### config.mk
export PLATFORM = sky130hd
export DESIGN_NAME = src_reset_ctrl
export DESIGN_NICKNAME = d
export VERILOG_FILES = /design/src/logic/src_pkg.sv /design/src/logic/src_reset_ctrl.sv
export SDC_FILE = /design/constraint.sdc
export NUM_CORES = 1
export LEC_CHECK = 0
export BUFFER_PORTS_ARGS = -buffer_cell sky130_fd_sc_hd__buf_4
export CAP_MARGIN = 20
export CORE_MARGIN = 2
export CORE_UTILIZATION = 30
export DETAILED_ROUTE_END_ITERATION = 10
export RECOVER_POWER = 25
export SETUP_SLACK_MARGIN = 0.05
export SLEW_MARGIN = 10
export SYNTH_ARGS = -nofsm -noshare
export SYNTH_HDL_FRONTEND = slang
export SYNTH_SLANG_ARGS = --single-unit
export TNS_END_PERCENT = 5
### constraint.sdc
create_clock -name CORE_CLK -period 5.5 [get_ports CORE_CLK]
set_input_delay 1.1 -clock CORE_CLK [delete_from_list [all_inputs] [get_ports CORE_CLK]]
set_output_delay 1.1 -clock CORE_CLK [all_outputs]
set_load 0.1 [all_outputs]
### src/logic/src_pkg.sv
// Package for the system reset controller: states, timing, carriers.
// Assumes a 10 MHz core clock; all other files use src_pkg::name.
package src_pkg;

    // Core clock period in ns
    localparam int unsigned CLK_PERIOD_NS = 100;

    // Least low time of the external reset pin, in us
    localparam int unsigned PIN_LOW_MIN_US = 10;
    localparam int unsigned PIN_LOW_MIN_CYC =
        (PIN_LOW_MIN_US * 1000 + CLK_PERIOD_NS - 1) / CLK_PERIOD_NS;

    // Default oscillation stabilisation and reset processing, in cycles
    localparam int unsigned OSC_STAB_CYC_DEF  = 64;
    localparam int unsigned RST_PROC_CYC_DEF  = 4;

    // Reset vector: low byte then high byte
    localparam logic [15:0] VEC_LO_ADDR = 16'h0000;
    localparam logic [15:0] VEC_HI_ADDR = 16'h0001;

    // Cause bit positions in the cause record
    localparam int unsigned CAUSE_PIN = 0;
    localparam int unsigned CAUSE_WDT = 1;
    localparam int unsigned CAUSE_POC = 2;
    localparam int unsigned CAUSE_LVD = 3;
    localparam int unsigned N_SRC     = 4;

    typedef enum logic [2:0] {
        ST_RESET  = 3'b000,
        ST_STAB   = 3'b001,
        ST_VEC_LO = 3'b011,
        ST_VEC_HI = 3'b010,
        ST_RUN    = 3'b110
    } src_state_t;

    // Oscillator and external clock controls while reset is applied
    typedef struct packed {
        logic main_crystal_en;
        logic sub_crystal_en;
        logic int_hs_osc_en;
        logic int_ls_osc_en;
        logic ext_clk_accept;
    } src_osc_ctl_t;

    // Vector fetch request toward program memory
    typedef struct packed {
        logic        req;
        logic [15:0] addr;
    } src_fetch_t;

endpackage

### src/logic/src_reset_ctrl.sv
// System reset controller: merges four reset sources, holds pins in
// high impedance, stops oscillators, then fetches the reset vector.
// Assumes CORE_CLK is the internal high-speed oscillator after release
// and that detector levels arrive from other domains (synchronised here).
//
// What this block does
// - Reset from pin, watchdog, power-on, low voltage
// - Start execution at vector 0000H/0001H
// - Every source gives the same reset state
// - Pins high impedance in reset and stabilisation
// - Pin reset lasts while pin low
// - Watchdog reset releases by itself
// - Detector reset releases when supply recovers
// - Oscillators stopped, external clock ignored in reset
// - Stop state kept during reset, pins released
`timescale 1ns/100ps

module src_reset_ctrl #(
    parameter int unsigned OSC_STAB_CYC = src_pkg::OSC_STAB_CYC_DEF,
    parameter int unsigned RST_PROC_CYC = src_pkg::RST_PROC_CYC_DEF
) (
    input  wire logic                 CORE_CLK,
    input  wire logic                 RST,
    input  wire logic                 CLK_EN,
    input  wire logic                 RESET_PIN_N,
    input  wire logic                 WDT_LOOP_DET,
    input  wire logic                 POC_BELOW_THR,
    input  wire logic                 LVD_BELOW_THR,
    input  wire logic                 STOP_MODE_IN,
    input  wire logic [7:0]           VEC_DATA,
    output logic                      SYS_RST,
    output logic                      PIN_HIZ,
    output src_pkg::src_osc_ctl_t     OSC_CTL,
    output logic                      STOP_HELD,
    output src_pkg::src_fetch_t       VEC_FETCH,
    output logic                      PC_LOAD,
    output logic [15:0]               PC_VALUE,
    output logic [src_pkg::N_SRC-1:0] RST_CAUSE
);

    // Both counts load a 16-bit down counter, so zero cannot be served
    if (OSC_STAB_CYC < 1 || OSC_STAB_CYC > 65535 ||
        RST_PROC_CYC < 1 || RST_PROC_CYC > 65535)
    begin : g_bad_cycles
        $error("src_reset_ctrl: cycle counts out of range");
    end

    ////////////////////////////////////////////////////////////////////
    // Source synchronisers, one per source

    logic [src_pkg::N_SRC-1:0] src_raw;
    logic [src_pkg::N_SRC-1:0] sync1_q;
    logic [src_pkg::N_SRC-1:0] sync2_q;

    // Pin is active low; detectors are active high
    assign src_raw[src_pkg::CAUSE_PIN] = ~RESET_PIN_N;
    assign src_raw[src_pkg::CAUSE_WDT] = WDT_LOOP_DET;
    assign src_raw[src_pkg::CAUSE_POC] = POC_BELOW_THR;
    assign src_raw[src_pkg::CAUSE_LVD] = LVD_BELOW_THR;

    // Synchronisers run regardless of CLK_EN so a reset is never missed
    genvar gi;
    generate
        for (gi = 0; gi < src_pkg::N_SRC; gi++)
        begin : g_sync
            always_ff @(posedge CORE_CLK or posedge RST)
            begin
                if (RST)
                begin
                    sync1_q[gi] <= 1'b1;
                    sync2_q[gi] <= 1'b1;
                end
                else
                begin
                    sync1_q[gi] <= src_raw[gi];
                    sync2_q[gi] <= sync1_q[gi];
                end
            end
        end
    endgenerate

    logic stop_sync1_q;
    logic stop_sync2_q;

    always_ff @(posedge CORE_CLK or posedge RST)
    begin
        if (RST)
        begin
            stop_sync1_q <= 1'b0;
            stop_sync2_q <= 1'b0;
        end
        else
        begin
            stop_sync1_q <= STOP_MODE_IN;
            stop_sync2_q <= stop_sync1_q;
        end
    end

    // Any source asserts reset; all share one path and one state
    logic any_src;
    assign any_src = |sync2_q;

    ////////////////////////////////////////////////////////////////////
    // Sequencer

    src_pkg::src_state_t state_q, state_d;
    logic [15:0]               cnt_q, cnt_d;
    logic [7:0]                vlo_q, vlo_d;
    logic [src_pkg::N_SRC-1:0] cause_q, cause_d;
    logic                      stop_held_q, stop_held_d;
    logic                      pc_load_q, pc_load_d;
    logic [15:0]               pc_q, pc_d;

    always_comb
    begin
        state_d     = state_q;
        cnt_d       = cnt_q;
        vlo_d       = vlo_q;
        cause_d     = cause_q | sync2_q;
        stop_held_d = stop_held_q;
        pc_load_d   = 1'b0;
        pc_d        = pc_q;
        if (any_src)
        begin
            // Held while any source stays active; release when all clear
            state_d = src_pkg::ST_RESET;
            cnt_d   = 16'(OSC_STAB_CYC - 1);
            // Stop contents kept through reset input
            if (state_q == src_pkg::ST_RUN)
                stop_held_d = stop_sync2_q;
        end
        else
        begin
            case (state_q)
                src_pkg::ST_RESET:
                begin
                    state_d = src_pkg::ST_STAB;
                    cnt_d   = 16'(OSC_STAB_CYC - 1);
                end
                src_pkg::ST_STAB:
                begin
                    if (cnt_q == 16'h0000)
                    begin
                        state_d = src_pkg::ST_VEC_LO;
                        cnt_d   = 16'(RST_PROC_CYC - 1);
                    end
                    else
                        cnt_d = cnt_q - 16'h0001;
                end
                src_pkg::ST_VEC_LO:
                begin
                    if (cnt_q == 16'h0000)
                    begin
                        vlo_d   = VEC_DATA;
                        state_d = src_pkg::ST_VEC_HI;
                    end
                    else
                        cnt_d = cnt_q - 16'h0001;
                end
                src_pkg::ST_VEC_HI:
                begin
                    pc_d        = {VEC_DATA, vlo_q};
                    pc_load_d   = 1'b1;
                    stop_held_d = 1'b0;
                    state_d     = src_pkg::ST_RUN;
                end
                // Cause stays visible until one cycle after vector load
                src_pkg::ST_RUN:
                    cause_d = '0;
                default:
                    state_d = src_pkg::ST_RESET;
            endcase
        end
    end

    always_ff @(posedge CORE_CLK or posedge RST)
    begin
        if (RST)
        begin
            state_q     <= src_pkg::ST_RESET;
            cnt_q       <= 16'h0000;
            vlo_q       <= 8'h00;
            cause_q     <= '0;
            stop_held_q <= 1'b0;
            pc_load_q   <= 1'b0;
            pc_q        <= 16'h0000;
        end
        else if (CLK_EN || any_src)
        begin
            state_q     <= state_d;
            cnt_q       <= cnt_d;
            vlo_q       <= vlo_d;
            cause_q     <= cause_d;
            stop_held_q <= stop_held_d;
            pc_load_q   <= pc_load_d;
            pc_q        <= pc_d;
        end
    end

    ////////////////////////////////////////////////////////////////////
    // Registered outputs

    logic                   in_rst_d;
    logic                   hiz_d;
    logic                   fetch_d;
    logic [15:0]            faddr_d;
    src_pkg::src_osc_ctl_t  osc_d;

    always_comb
    begin
        in_rst_d = any_src || state_d != src_pkg::ST_RUN;
        hiz_d    = any_src || state_d == src_pkg::ST_RESET ||
                   state_d == src_pkg::ST_STAB;
        fetch_d  = !any_src && (state_d == src_pkg::ST_VEC_LO ||
                                state_d == src_pkg::ST_VEC_HI);
        faddr_d  = (state_d == src_pkg::ST_VEC_HI) ?
                   src_pkg::VEC_HI_ADDR : src_pkg::VEC_LO_ADDR;
        // Every oscillator off while a source is active
        osc_d.main_crystal_en = !any_src;
        osc_d.sub_crystal_en  = !any_src;
        osc_d.int_hs_osc_en   = !any_src;
        osc_d.int_ls_osc_en   = !any_src;
        osc_d.ext_clk_accept  = !any_src;
    end

    // Release is one flop edge, so all logic leaves reset together
    always_ff @(posedge CORE_CLK or posedge RST)
    begin
        if (RST)
        begin
            SYS_RST   <= 1'b1;
            PIN_HIZ   <= 1'b1;
            OSC_CTL   <= '0;
            VEC_FETCH <= '0;
        end
        else if (CLK_EN || any_src)
        begin
            SYS_RST        <= in_rst_d;
            PIN_HIZ        <= hiz_d;
            OSC_CTL        <= osc_d;
            VEC_FETCH.req  <= fetch_d;
            VEC_FETCH.addr <= faddr_d;
        end
    end

    assign STOP_HELD = stop_held_q;
    assign PC_LOAD   = pc_load_q;
    assign PC_VALUE  = pc_q;
    assign RST_CAUSE = cause_q;

endmodule

==> results_dict.tcl, run 1 <==
set metrics [dict create \
    endpoint_kind "flip-flop" \
    fmax_mhz 296 \
    leakage_uw 0.00159 \
    synth_edf_count 0 \
    ys_ff_latch 64 \
    clock_sinks 64 \
    power_density_mw_per_mm2 258 \
    hold_viol 0 \
    syn_area_sq_mm 0.00299 \
    die_h_um 104 \
    fin_crit_ns 3.38 \
    fin_nets 329 \
    first_pass_iters 4 \
    rr_startpoint "sync2_q[1]$_DFF_PP1_" \
    n_antenna_cell 0 \
    path_max_fanout 11 \
    gr-total-overflow 0 \
    ys.flop_type "dfrtp_1" \
    slew_headroom_pct -13.5 \
    num_rows 36 \
    fin_util_pct 36.6 \
    grt_first_pass_wirelength_um 10400 \
    power.total_uw 920 \
    ys_types 49 \
    avgSynthCellArea_sq_um 11.2 \
    cp.arrival_ns 3.62 \
    crit_required_ns 5.74 \
    drive_above_1_share_pct 34.1 \
    cap_violations 1 \
    die_x_um 104 \
    hpwlAfterDp_um 4320 \
    finClkSkew_ns 0.00678 \
    grt_pass1_vias 2093 \
    setup_viol 0 \
    synthArstFlopShare_pct 100 \
    coreArea_sq_mm 0.00973 \
    violations "capacitance limit, slew limit" \
    vias 2183 \
    grt_antenna_before_repair 0 \
    clk_pin_slew_ns 0.08 \
    h-tree-depth 3 \
    hp-class "reg2reg" \
    ioPinCount 62 \
    post-cts-setup-buffers 0 \
    tightest_slew_ns 1.69 \
    wl_per_cell_um 13.6 \
    crit_type "reg2reg" \
    die-area_sq_mm 0.0108 \
    synthCells 267 \
    startpoint "sync2_q[1]$_DFF_PP1_" \
    numCtsBuffers 9 \
    seq_area_frac_synth_pct 54.0 \
    clockBufferDepth 2 \
    port_buffers 46 \
    grt_start_max_net_pins 65 \
    viasPerCell 4.85 \
    clock_insertion_delay_worst_skew_ns 0.35 \
    start_util_pct 30.7 \
    rsz0062_at_grt "false" \
    slew_viol_final 12 \
    ant_nets 0 \
    ys_warn_count 0 \
    hold_buffers 0 \
    gp_congestion 0.899 \
    cts_resized 0 \
    drc 0 \
    drtIter0Drc 230 \
    cts_root_buf "clkbuf_8" \
    min_from "stop_sync1_q$_DFF_PP0_" \
    wl_um 6140 \
    cts_tree "done" \
    synthToLayoutAreaGrowth_pct 19.1 \
    grt_usage_pct 12.0 \
    status "finished, violations left" \
    timing.final.crit_share_pct 61.4 \
    setup_tns_ns 0 \
    vdd_drop_max_mv 0.157 \
    critPathLaunchType "flip-flop" \
]
[cell usage after synthesis (2+ instances only)]
cell type | n | area, sq um
a21oi_1 | 12 | 60.1
a22o_1 | 3 | 26.3
a311oi_1 | 2 | 17.5
a31o_2 | 2 | 17.5
a31oi_1 | 3 | 18.8
buf_2 | 6 | 30.0
buf_4 | 19 | 143
clkbuf_1 | 2 | 7.51
dfrtp_1 | 54 | 1350
dfstp_2 | 10 | 263
inv_1 | 11 | 41.3
mux2_2 | 24 | 270
nand2_1 | 14 | 52.6
nand2b_1 | 3 | 18.8
nand3_1 | 10 | 50.1
nand4_1 | 5 | 31.3
nor2_1 | 15 | 56.3
nor2b_1 | 2 | 12.5
nor3_1 | 6 | 30.0
nor4_1 | 5 | 31.3
o211ai_1 | 6 | 45.0
o21a_1 | 4 | 30.0
o21ai_0 | 13 | 65.1
o22ai_1 | 2 | 12.5
o2bb2ai_1 | 2 | 17.5
o31ai_1 | 2 | 15.0
or3_1 | 3 | 18.8
or4_1 | 6 | 45.0
[final cells by class]
class,count,area [sq um]
Fill cell,992,6170
Sequential cell,64,1610
Timing Repair Buffer,47,353
Multi-Input combinational cell,179,1210
Inverter,11,41.3
Clock buffer,9,124
Tap cell,133,166
Clock inverter,7,55.1
[stage by stage]
step	worst slack (ns)	hold slack (ns)	std cells	area (sq um)
final	2.12	0.354	450	3560
after global routing	1.75	0.363	450	3560
after CTS	2.69	0.358	450	3570
after detailed placement	2.69	0.339	434	3390
after global placement	2.70	0.334	434	3390
after floorplan	2.82	0.331	281	3040
[layer usage]
metal	track usage (%)	share of wire, %
met3	4.72	6.4
met1	15.4	45
met4	4.63	1.4
met2	18.3	47
met5	0	0
[cells by family (layout without fill, tap and decap cells)]
| family | after synthesis | count (layout) | synth area share (%) |
|---|---|---|---|
| fa+ha+maj | 1 | 1 | 0.419 |
| buf+inv | 38 | 74 | 7.41 |
| simple gates | 80 | 80 | 15.6 |
| compound gates | 58 | 58 | 13.1 |
| flops | 64 | 64 | 54.0 |
| mux | 25 | 25 | 9.38 |
| other cells | 1 | 15 | 0.125 |
[critical path: stages, from the launching register on]
cell and delay [ns]:
dfstp_1 0.38, nor4_1 1.37, nand4_1 0.63, o21ai_0 0.62, o21ai_0 0.17, o41ai_1 0.08
[power by group]
group	internal [uW]	switching [uW]	total, uW
Clock	167	196	362
Combinational	10.4	66.9	77.3
Sequential	477	2.84	480
Total	654	265	920
[registers in the layout, summed over array words and instances, names as in the netlist]
| register | cells |
|---|---|
| PC_VALUE | 16 |
| cnt_q | 16 |
| vlo_q | 8 |
| RST_CAUSE | 4 |
| sync1_q | 4 |
| sync2_q | 4 |
| state_q | 3 |
| VEC_FETCH | 2 |
| OSC_CTL | 1 |
| PC_LOAD | 1 |
| PIN_HIZ | 1 |
| STOP_HELD | 1 |
| SYS_RST | 1 |
| stop_sync1_q | 1 |
| stop_sync2_q | 1 |
[cells in the final DEF, fill, tap and decap left out, types with 2 or more instances in the layout]
cell type / n
inv_6: 2
o21a_1: 4
a311oi_1: 2
conb_1: 15
nor3_1: 6
o21ai_0: 13
dfstp_2: 9
nor2b_1: 2
o2bb2ai_1: 2
inv_1: 11
nand4_1: 5
or4_1: 6
nor4_1: 5
a31o_2: 2
nor2_1: 15
or3_1: 3
mux2_2: 24
nand3_1: 10
nand2_1: 14
a21oi_1: 12
a22o_1: 3
clkinv_4: 2
nand2b_1: 3
a31oi_1: 3
buf_4: 41
dfrtp_1: 54
o211ai_1: 6
clkbuf_8: 9
clkinvlp_4: 2
o31ai_1: 2
o22ai_1: 2
clkbuf_4: 6
[worst paths after layout]
check | slack, ns | to | depth (start not counted)
max in group asynchronous | 3.99 | vlo_q[1]$_DFFE_PP0P_ | 3
hold / removal | 0.35 | stop_sync2_q$_DFF_PP0_ | 0
hold reg to reg | 0.35 | stop_sync2_q$_DFF_PP0_ | 0
min in group asynchronous | 0.98 | PC_VALUE[14]$_DFFE_PP0P_ | 3
setup reg to reg | 2.12 | cnt_q[12]$_DFFE_PP0P_ | 5
setup / recovery | 2.12 | cnt_q[12]$_DFFE_PP0P_ | 5
No activity file was read; power rests on OpenSTA's default activity.
==> run 2, diff against run 1 <==
==> constraint.sdc (replaced) <==
create_clock -name CORE_CLK -period 3.54 [get_ports CORE_CLK]
set_input_delay 0.708 -clock CORE_CLK [delete_from_list [all_inputs] [get_ports CORE_CLK]]
set_output_delay 0.708 -clock CORE_CLK [all_outputs]
set_load 0.1 [all_outputs]
==> results_dict.tcl, run 2 (synthesis results as in run 1) <==
set metrics [dict create \
    timing.final.crit_share_pct 67.7 \
    intPower_uw 1230 \
    pwr-share-clk_pct 47.5 \
    dp_cells 437 \
    cts_tree "done" \
    drive_above_1_share_pct 35.0 \
    drc 0 \
    hpwlAfterDp_um 4430 \
    fin_crit_ns 2.40 \
    final_cell_area_sq_mm 0.00366 \
    grt_pass1_vias 2193 \
    placed_cell_area_sq_mm 0.00341 \
    viasPerCell 4.83 \
    start_util_pct 30.7 \
    leakage_uw 0.00165 \
    synthToLayoutAreaGrowth_pct 22.3 \
    rsz0062_at_grt "false" \
    vias 2190 \
    clock_sinks 64 \
    wl_um 6320 \
    p_comb_share_pct 7.3 \
    path_max_fanout 9 \
    sw_frac_of_total_pct 25.4 \
    hp-class "reg2reg" \
    n_antenna_cell 0 \
    hold_buffers 0 \
    gp_congestion 0.867 \
    slew_headroom_pct 33.6 \
    critPathLaunchType "flip-flop" \
    crit_type "reg2reg" \
    ant_nets 0 \
    die_h_um 104 \
    status "finished clean" \
    power.total_uw 1650 \
    post-cts-setup-buffers 0 \
    fin_nets 332 \
    crit_required_ns 3.77 \
    power_density_mw_per_mm2 452 \
    clockBufferDepth 2 \
    cap_violations 0 \
    cts_resized 0 \
    cts_root_buf "clkbuf_8" \
    first_pass_iters 4 \
    drtIter0Drc 149 \
    hold_viol 0 \
    clock_insertion_delay_worst_skew_ns 0.34 \
    final_common_cell "dfrtp_1" \
    tightest_slew_ns 0.996 \
    grt_antenna_before_repair 0 \
    setup_tns_ns 0 \
    die_x_um 104 \
    endpoint_kind "flip-flop" \
    h-tree-depth 3 \
    num-fill-cells 983 \
    numCtsBuffers 9 \
    slew_viol_final 0 \
    num_rows 36 \
    fin_cells 453 \
    ioPinCount 62 \
    setup_viol 0 \
    wl_per_cell_um 13.9 \
    grt_start_max_net_pins 41 \
    pwr-share-seq_pct 45.1 \
    p_sw_uw 419 \
    layout_common_cells "dfrtp_1 (54), buf_4 (43), mux2_2 (24)" \
    gr-total-overflow 0 \
    grt_usage_pct 12.5 \
    fmax_mhz 417 \
    clk_pin_slew_ns 0.07 \
    grt_first_pass_wirelength_um 10900 \
    coreArea_sq_mm 0.00973 \
    vdd_drop_max_mv 0.255 \
    port_buffers 46 \
    finClkSkew_ns 0.0129 \
    cp.arrival_ns 2.62 \
    die-area_sq_mm 0.0108 \
]
-- run 2: cell types whose count changed in the layout (fill, tap and decap cells not counted) --
cell / before / now
bufinv_16: 0 / 3
clkinv_4: 2 / 1
inv_6: 2 / 3
clkinvlp_4: 2 / 0
clkbuf_2: 0 / 1
clkinv_2: 1 / 0
nor4_2: 0 / 1
buf_4: 41 / 43
nor4_1: 5 / 4
-- run 2: power by group through the flow --
stage	clock network (uW)	logic (uW)	registers (uW)
final	786	121	746
after global routing	839	129	747
after CTS	805	124	746
after detailed placement	0	124	760
after global placement	0	123	760
after floorplan	0	112	760
-- run 2: routing by layer --
metal	vias up	wire [um]	share of wire [%]	global-route usage [%]
li1	1042	-	-	-
met1	1075	3010	48	16.8
met2	68	2950	47	19.0
met3	5	311	4.9	3.71
met4	0	49	0.78	4.73
met5	-	0	0	0
-- run 2: path summary, 6_finish.rpt --
check                                     start                       end  slack (ns)  cells after the start
setup / recovery           sync2_q[1]$_DFF_PP1_      cnt_q[5]$_DFFE_PP0P_        1.14                      4
hold / removal             sync1_q[3]$_DFF_PP1_      sync2_q[3]$_DFF_PP1_        0.36                      0
setup reg to reg           sync2_q[1]$_DFF_PP1_      cnt_q[5]$_DFFE_PP0P_        1.14                      4
hold reg to reg            sync1_q[3]$_DFF_PP1_      sync2_q[3]$_DFF_PP1_        0.36                      0
max in group asynchronous                   RST      cnt_q[9]$_DFFE_PP0P_        1.45                      3
min in group asynchronous                   RST  RST_CAUSE[0]$_DFFE_PP0N_        0.57                      2
-- run 2: layout make-up --
class / instances / area [sq um] / share of cell area, %
Inverter: 11 / 41.3 / 1.13
Sequential cell: 64 / 1610 / 44.1
Timing Repair Buffer: 50 / 373 / 10.2
Multi-Input combinational cell: 179 / 1210 / 33.2
Clock buffer: 9 / 124 / 3.39
Clock inverter: 7 / 125 / 3.42
Tap cell: 133 / 166 / 4.55
-- run 2: per-stage QoR --
step	hold WS, ns	setup WS [ns]	util, %
floorplan	0.331	1.25	-
global placement	0.332	1.17	35.0
detailed placement	0.345	1.18	35.0
CTS	0.361	1.16	37.6
global route	0.368	0.949	37.6
finish	0.360	1.14	37.6
-- run 2: critical path, cell delays in order, from the launching register on --
cell	delay, ns
dfstp_1	0.39
or4_1	0.74
nor4_4	0.55
a21oi_1	0.32
a22o_1	0.28
==> run 3, diff against run 2 <==
==> constraint.sdc (replaced) <==
create_clock -name CORE_CLK -period 2 [get_ports CORE_CLK]
set_input_delay 0.4 -clock CORE_CLK [delete_from_list [all_inputs] [get_ports CORE_CLK]]
set_output_delay 0.4 -clock CORE_CLK [all_outputs]
set_load 0.1 [all_outputs]
==> results_dict.tcl, run 3 (synthesis results as in run 1) <==
set metrics [dict create \
    rr_startpoint "cnt_q[1]$_DFFE_PP0P_" \
    setup_viol 7 \
    rsz0062_at_grt "true" \
    seqCellArea_sq_mm 0.00161 \
    min_from "WDT_LOOP_DET" \
    crit_type "reg2reg" \
    ioPinCount 62 \
    endpoint_kind "flip-flop" \
    slew_viol_final 0 \
    num_rows 36 \
    vias 2409 \
    synthToLayoutAreaGrowth_pct 36.7 \
    tightest_slew_ns 1.33 \
    r2r_cells 7 \
    die_x_um 104 \
    violations "setup timing" \
    holdPathStages 1 \
    reg2reg_to "vlo_q[1]$_DFFE_PP0P_" \
    cts_tree "done" \
    fin_cells 502 \
    wl_um 6890 \
    viasPerCell 4.80 \
    fin_crit_ns 2.01 \
    critPathLaunchType "flip-flop" \
    final_common_cell "buf_4" \
    fin_ws_ns -0.00970 \
    hp-class "in2reg" \
    h-tree-depth 3 \
    finClkSkew_ns 0.0152 \
    layout_common_cells "buf_4 (88), dfrtp_1 (54), mux2_2 (24)" \
    cts_root_buf "clkbuf_8" \
    vdd_drop_max_mv 0.368 \
    multi_input_area_sq_mm 0.00133 \
    fin_nets 381 \
    slew_headroom_pct 11.5 \
    die-area_sq_mm 0.0108 \
    rrSetupSlack_ns -0.01 \
    dp_cells 479 \
    fmax_mhz 498 \
    ant_nets 0 \
    drive_above_1_share_pct 48.5 \
    grt_first_pass_wirelength_um 11500 \
    num-fill-cells 933 \
    final_cell_area_sq_mm 0.00409 \
    path_max_fanout 8 \
    numCtsBuffers 9 \
    gp_congestion 0.886 \
    clockBufferDepth 2 \
    port_buffers 46 \
    leakage_uw 0.00188 \
    crit_required_ns 2.22 \
    coreArea_sq_mm 0.00973 \
    start_util_pct 30.7 \
    hold_end "sync1_q[1]$_DFF_PP1_" \
    cap_violations 0 \
    wl_per_cell_um 13.7 \
    first_pass_iters 4 \
    die_h_um 104 \
    drtIter0Drc 97 \
    status "finished, violations left" \
    cp.arrival_ns 2.23 \
    clk_pin_slew_ns 0.07 \
    gr-total-overflow 0 \
    placed_cell_area_sq_mm 0.00376 \
    n_antenna_cell 0 \
    grt_pass1_vias 2316 \
    hold_viol 0 \
    timing.final.crit_share_pct 100 \
    grt_usage_pct 13.2 \
    clock_insertion_delay_worst_skew_ns 0.35 \
    drc 0 \
    grt_antenna_before_repair 0 \
    power.total_uw 2550 \
    clock_sinks 64 \
    power_density_mw_per_mm2 624 \
    hpwlAfterDp_um 4940 \
    grt_start_max_net_pins 40 \
]
## run 3: cell types whose count changed in the layout (fill, tap and decap cells not counted), moves of 3 or more
cell       before  now
buf_4          43   88
bufinv_16       3    0
o21ai_0        13    9
o21ai_1         0    3
or4_1           6    1
or4_4           0    5
## run 3: power by group
group          switching [uW]  internal, uW  leakage [uW]  total (uW)
clock                     513           484     0.0000887         997
sequential               9.82          1310      0.000804        1320
combinational             190          40.2      0.000993         231
## run 3: how the worst max path moves through the flow
stage	start	endpoint	slack (ns)	cells past startpoint
6_report	cnt_q[1]$_DFFE_PP0P_	vlo_q[1]$_DFFE_PP0P_	-0.01	7
3_3_place_gp	cnt_q[1]$_DFFE_PP0P_	vlo_q[2]$_DFFE_PP0P_	-0.02	7
4_1_cts	cnt_q[0]$_DFFE_PP0P_	vlo_q[6]$_DFFE_PP0P_	-0.03	7
2_1_floorplan	cnt_q[1]$_DFFE_PP0P_	cnt_q[15]$_DFFE_PP0P_	-0.0007	8
5_1_grt	sync2_q[1]$_DFF_PP1_	cnt_q[7]$_DFFE_PP0P_	-0.11	7
3_5_place_dp	cnt_q[1]$_DFFE_PP0P_	vlo_q[6]$_DFFE_PP0P_	-0.10	7
## run 3: routing by layer
layer,routed length [um],global-route usage (%),share of wire [%],vias up
met3,304,2.71,4.4,15
met4,138,6.37,2.0,0
met5,0,0,0,-
met2,3230,20.2,47,61
met1,3220,17.7,47,1193
li1,-,-,-,1140
## run 3: timing repair
item | in CTS | in global routing
gates cloned | 0 | 0
setup endpoints to repair | 24 | 43
pin swaps | 3 | 13
gates resized for setup | 9 | 19
buffers inserted | 4 | 3
hold buffers | 0 | 0
## run 3: area by class of cell
cell class | count | area share, %
clock buffer | 10 | 3.37
clock inverter | 6 | 1.04
inverter | 11 | 1.01
multi-input combinational | 179 | 32.5
sequential | 64 | 39.5
tap | 133 | 4.07
timing repair buffer | 99 | 18.5
## run 3: worst max-delay path, stage by stage, from the launching register on
cell     delay [ns]
dfrtp_1        0.41
inv_2          0.08
ha_4           0.13
or4b_4         0.50
nor3_4         0.18
buf_6          0.14
nand3_4        0.14
mux2_2         0.32
## run 3: stage by stage
stage               setup TNS (ns)  hold WS, ns  setup slack [ns]  utilization [%]
global route                 -1.07        0.148            -0.113             42.0
global placement            -0.203        0.335           -0.0225             38.7
finish                     -0.0398        0.168          -0.00970             42.0
detailed placement           -1.28        0.337            -0.102             38.7
CTS                         -0.193        0.115           -0.0276             41.1
floorplan                -0.000661        0.331         -0.000661                -
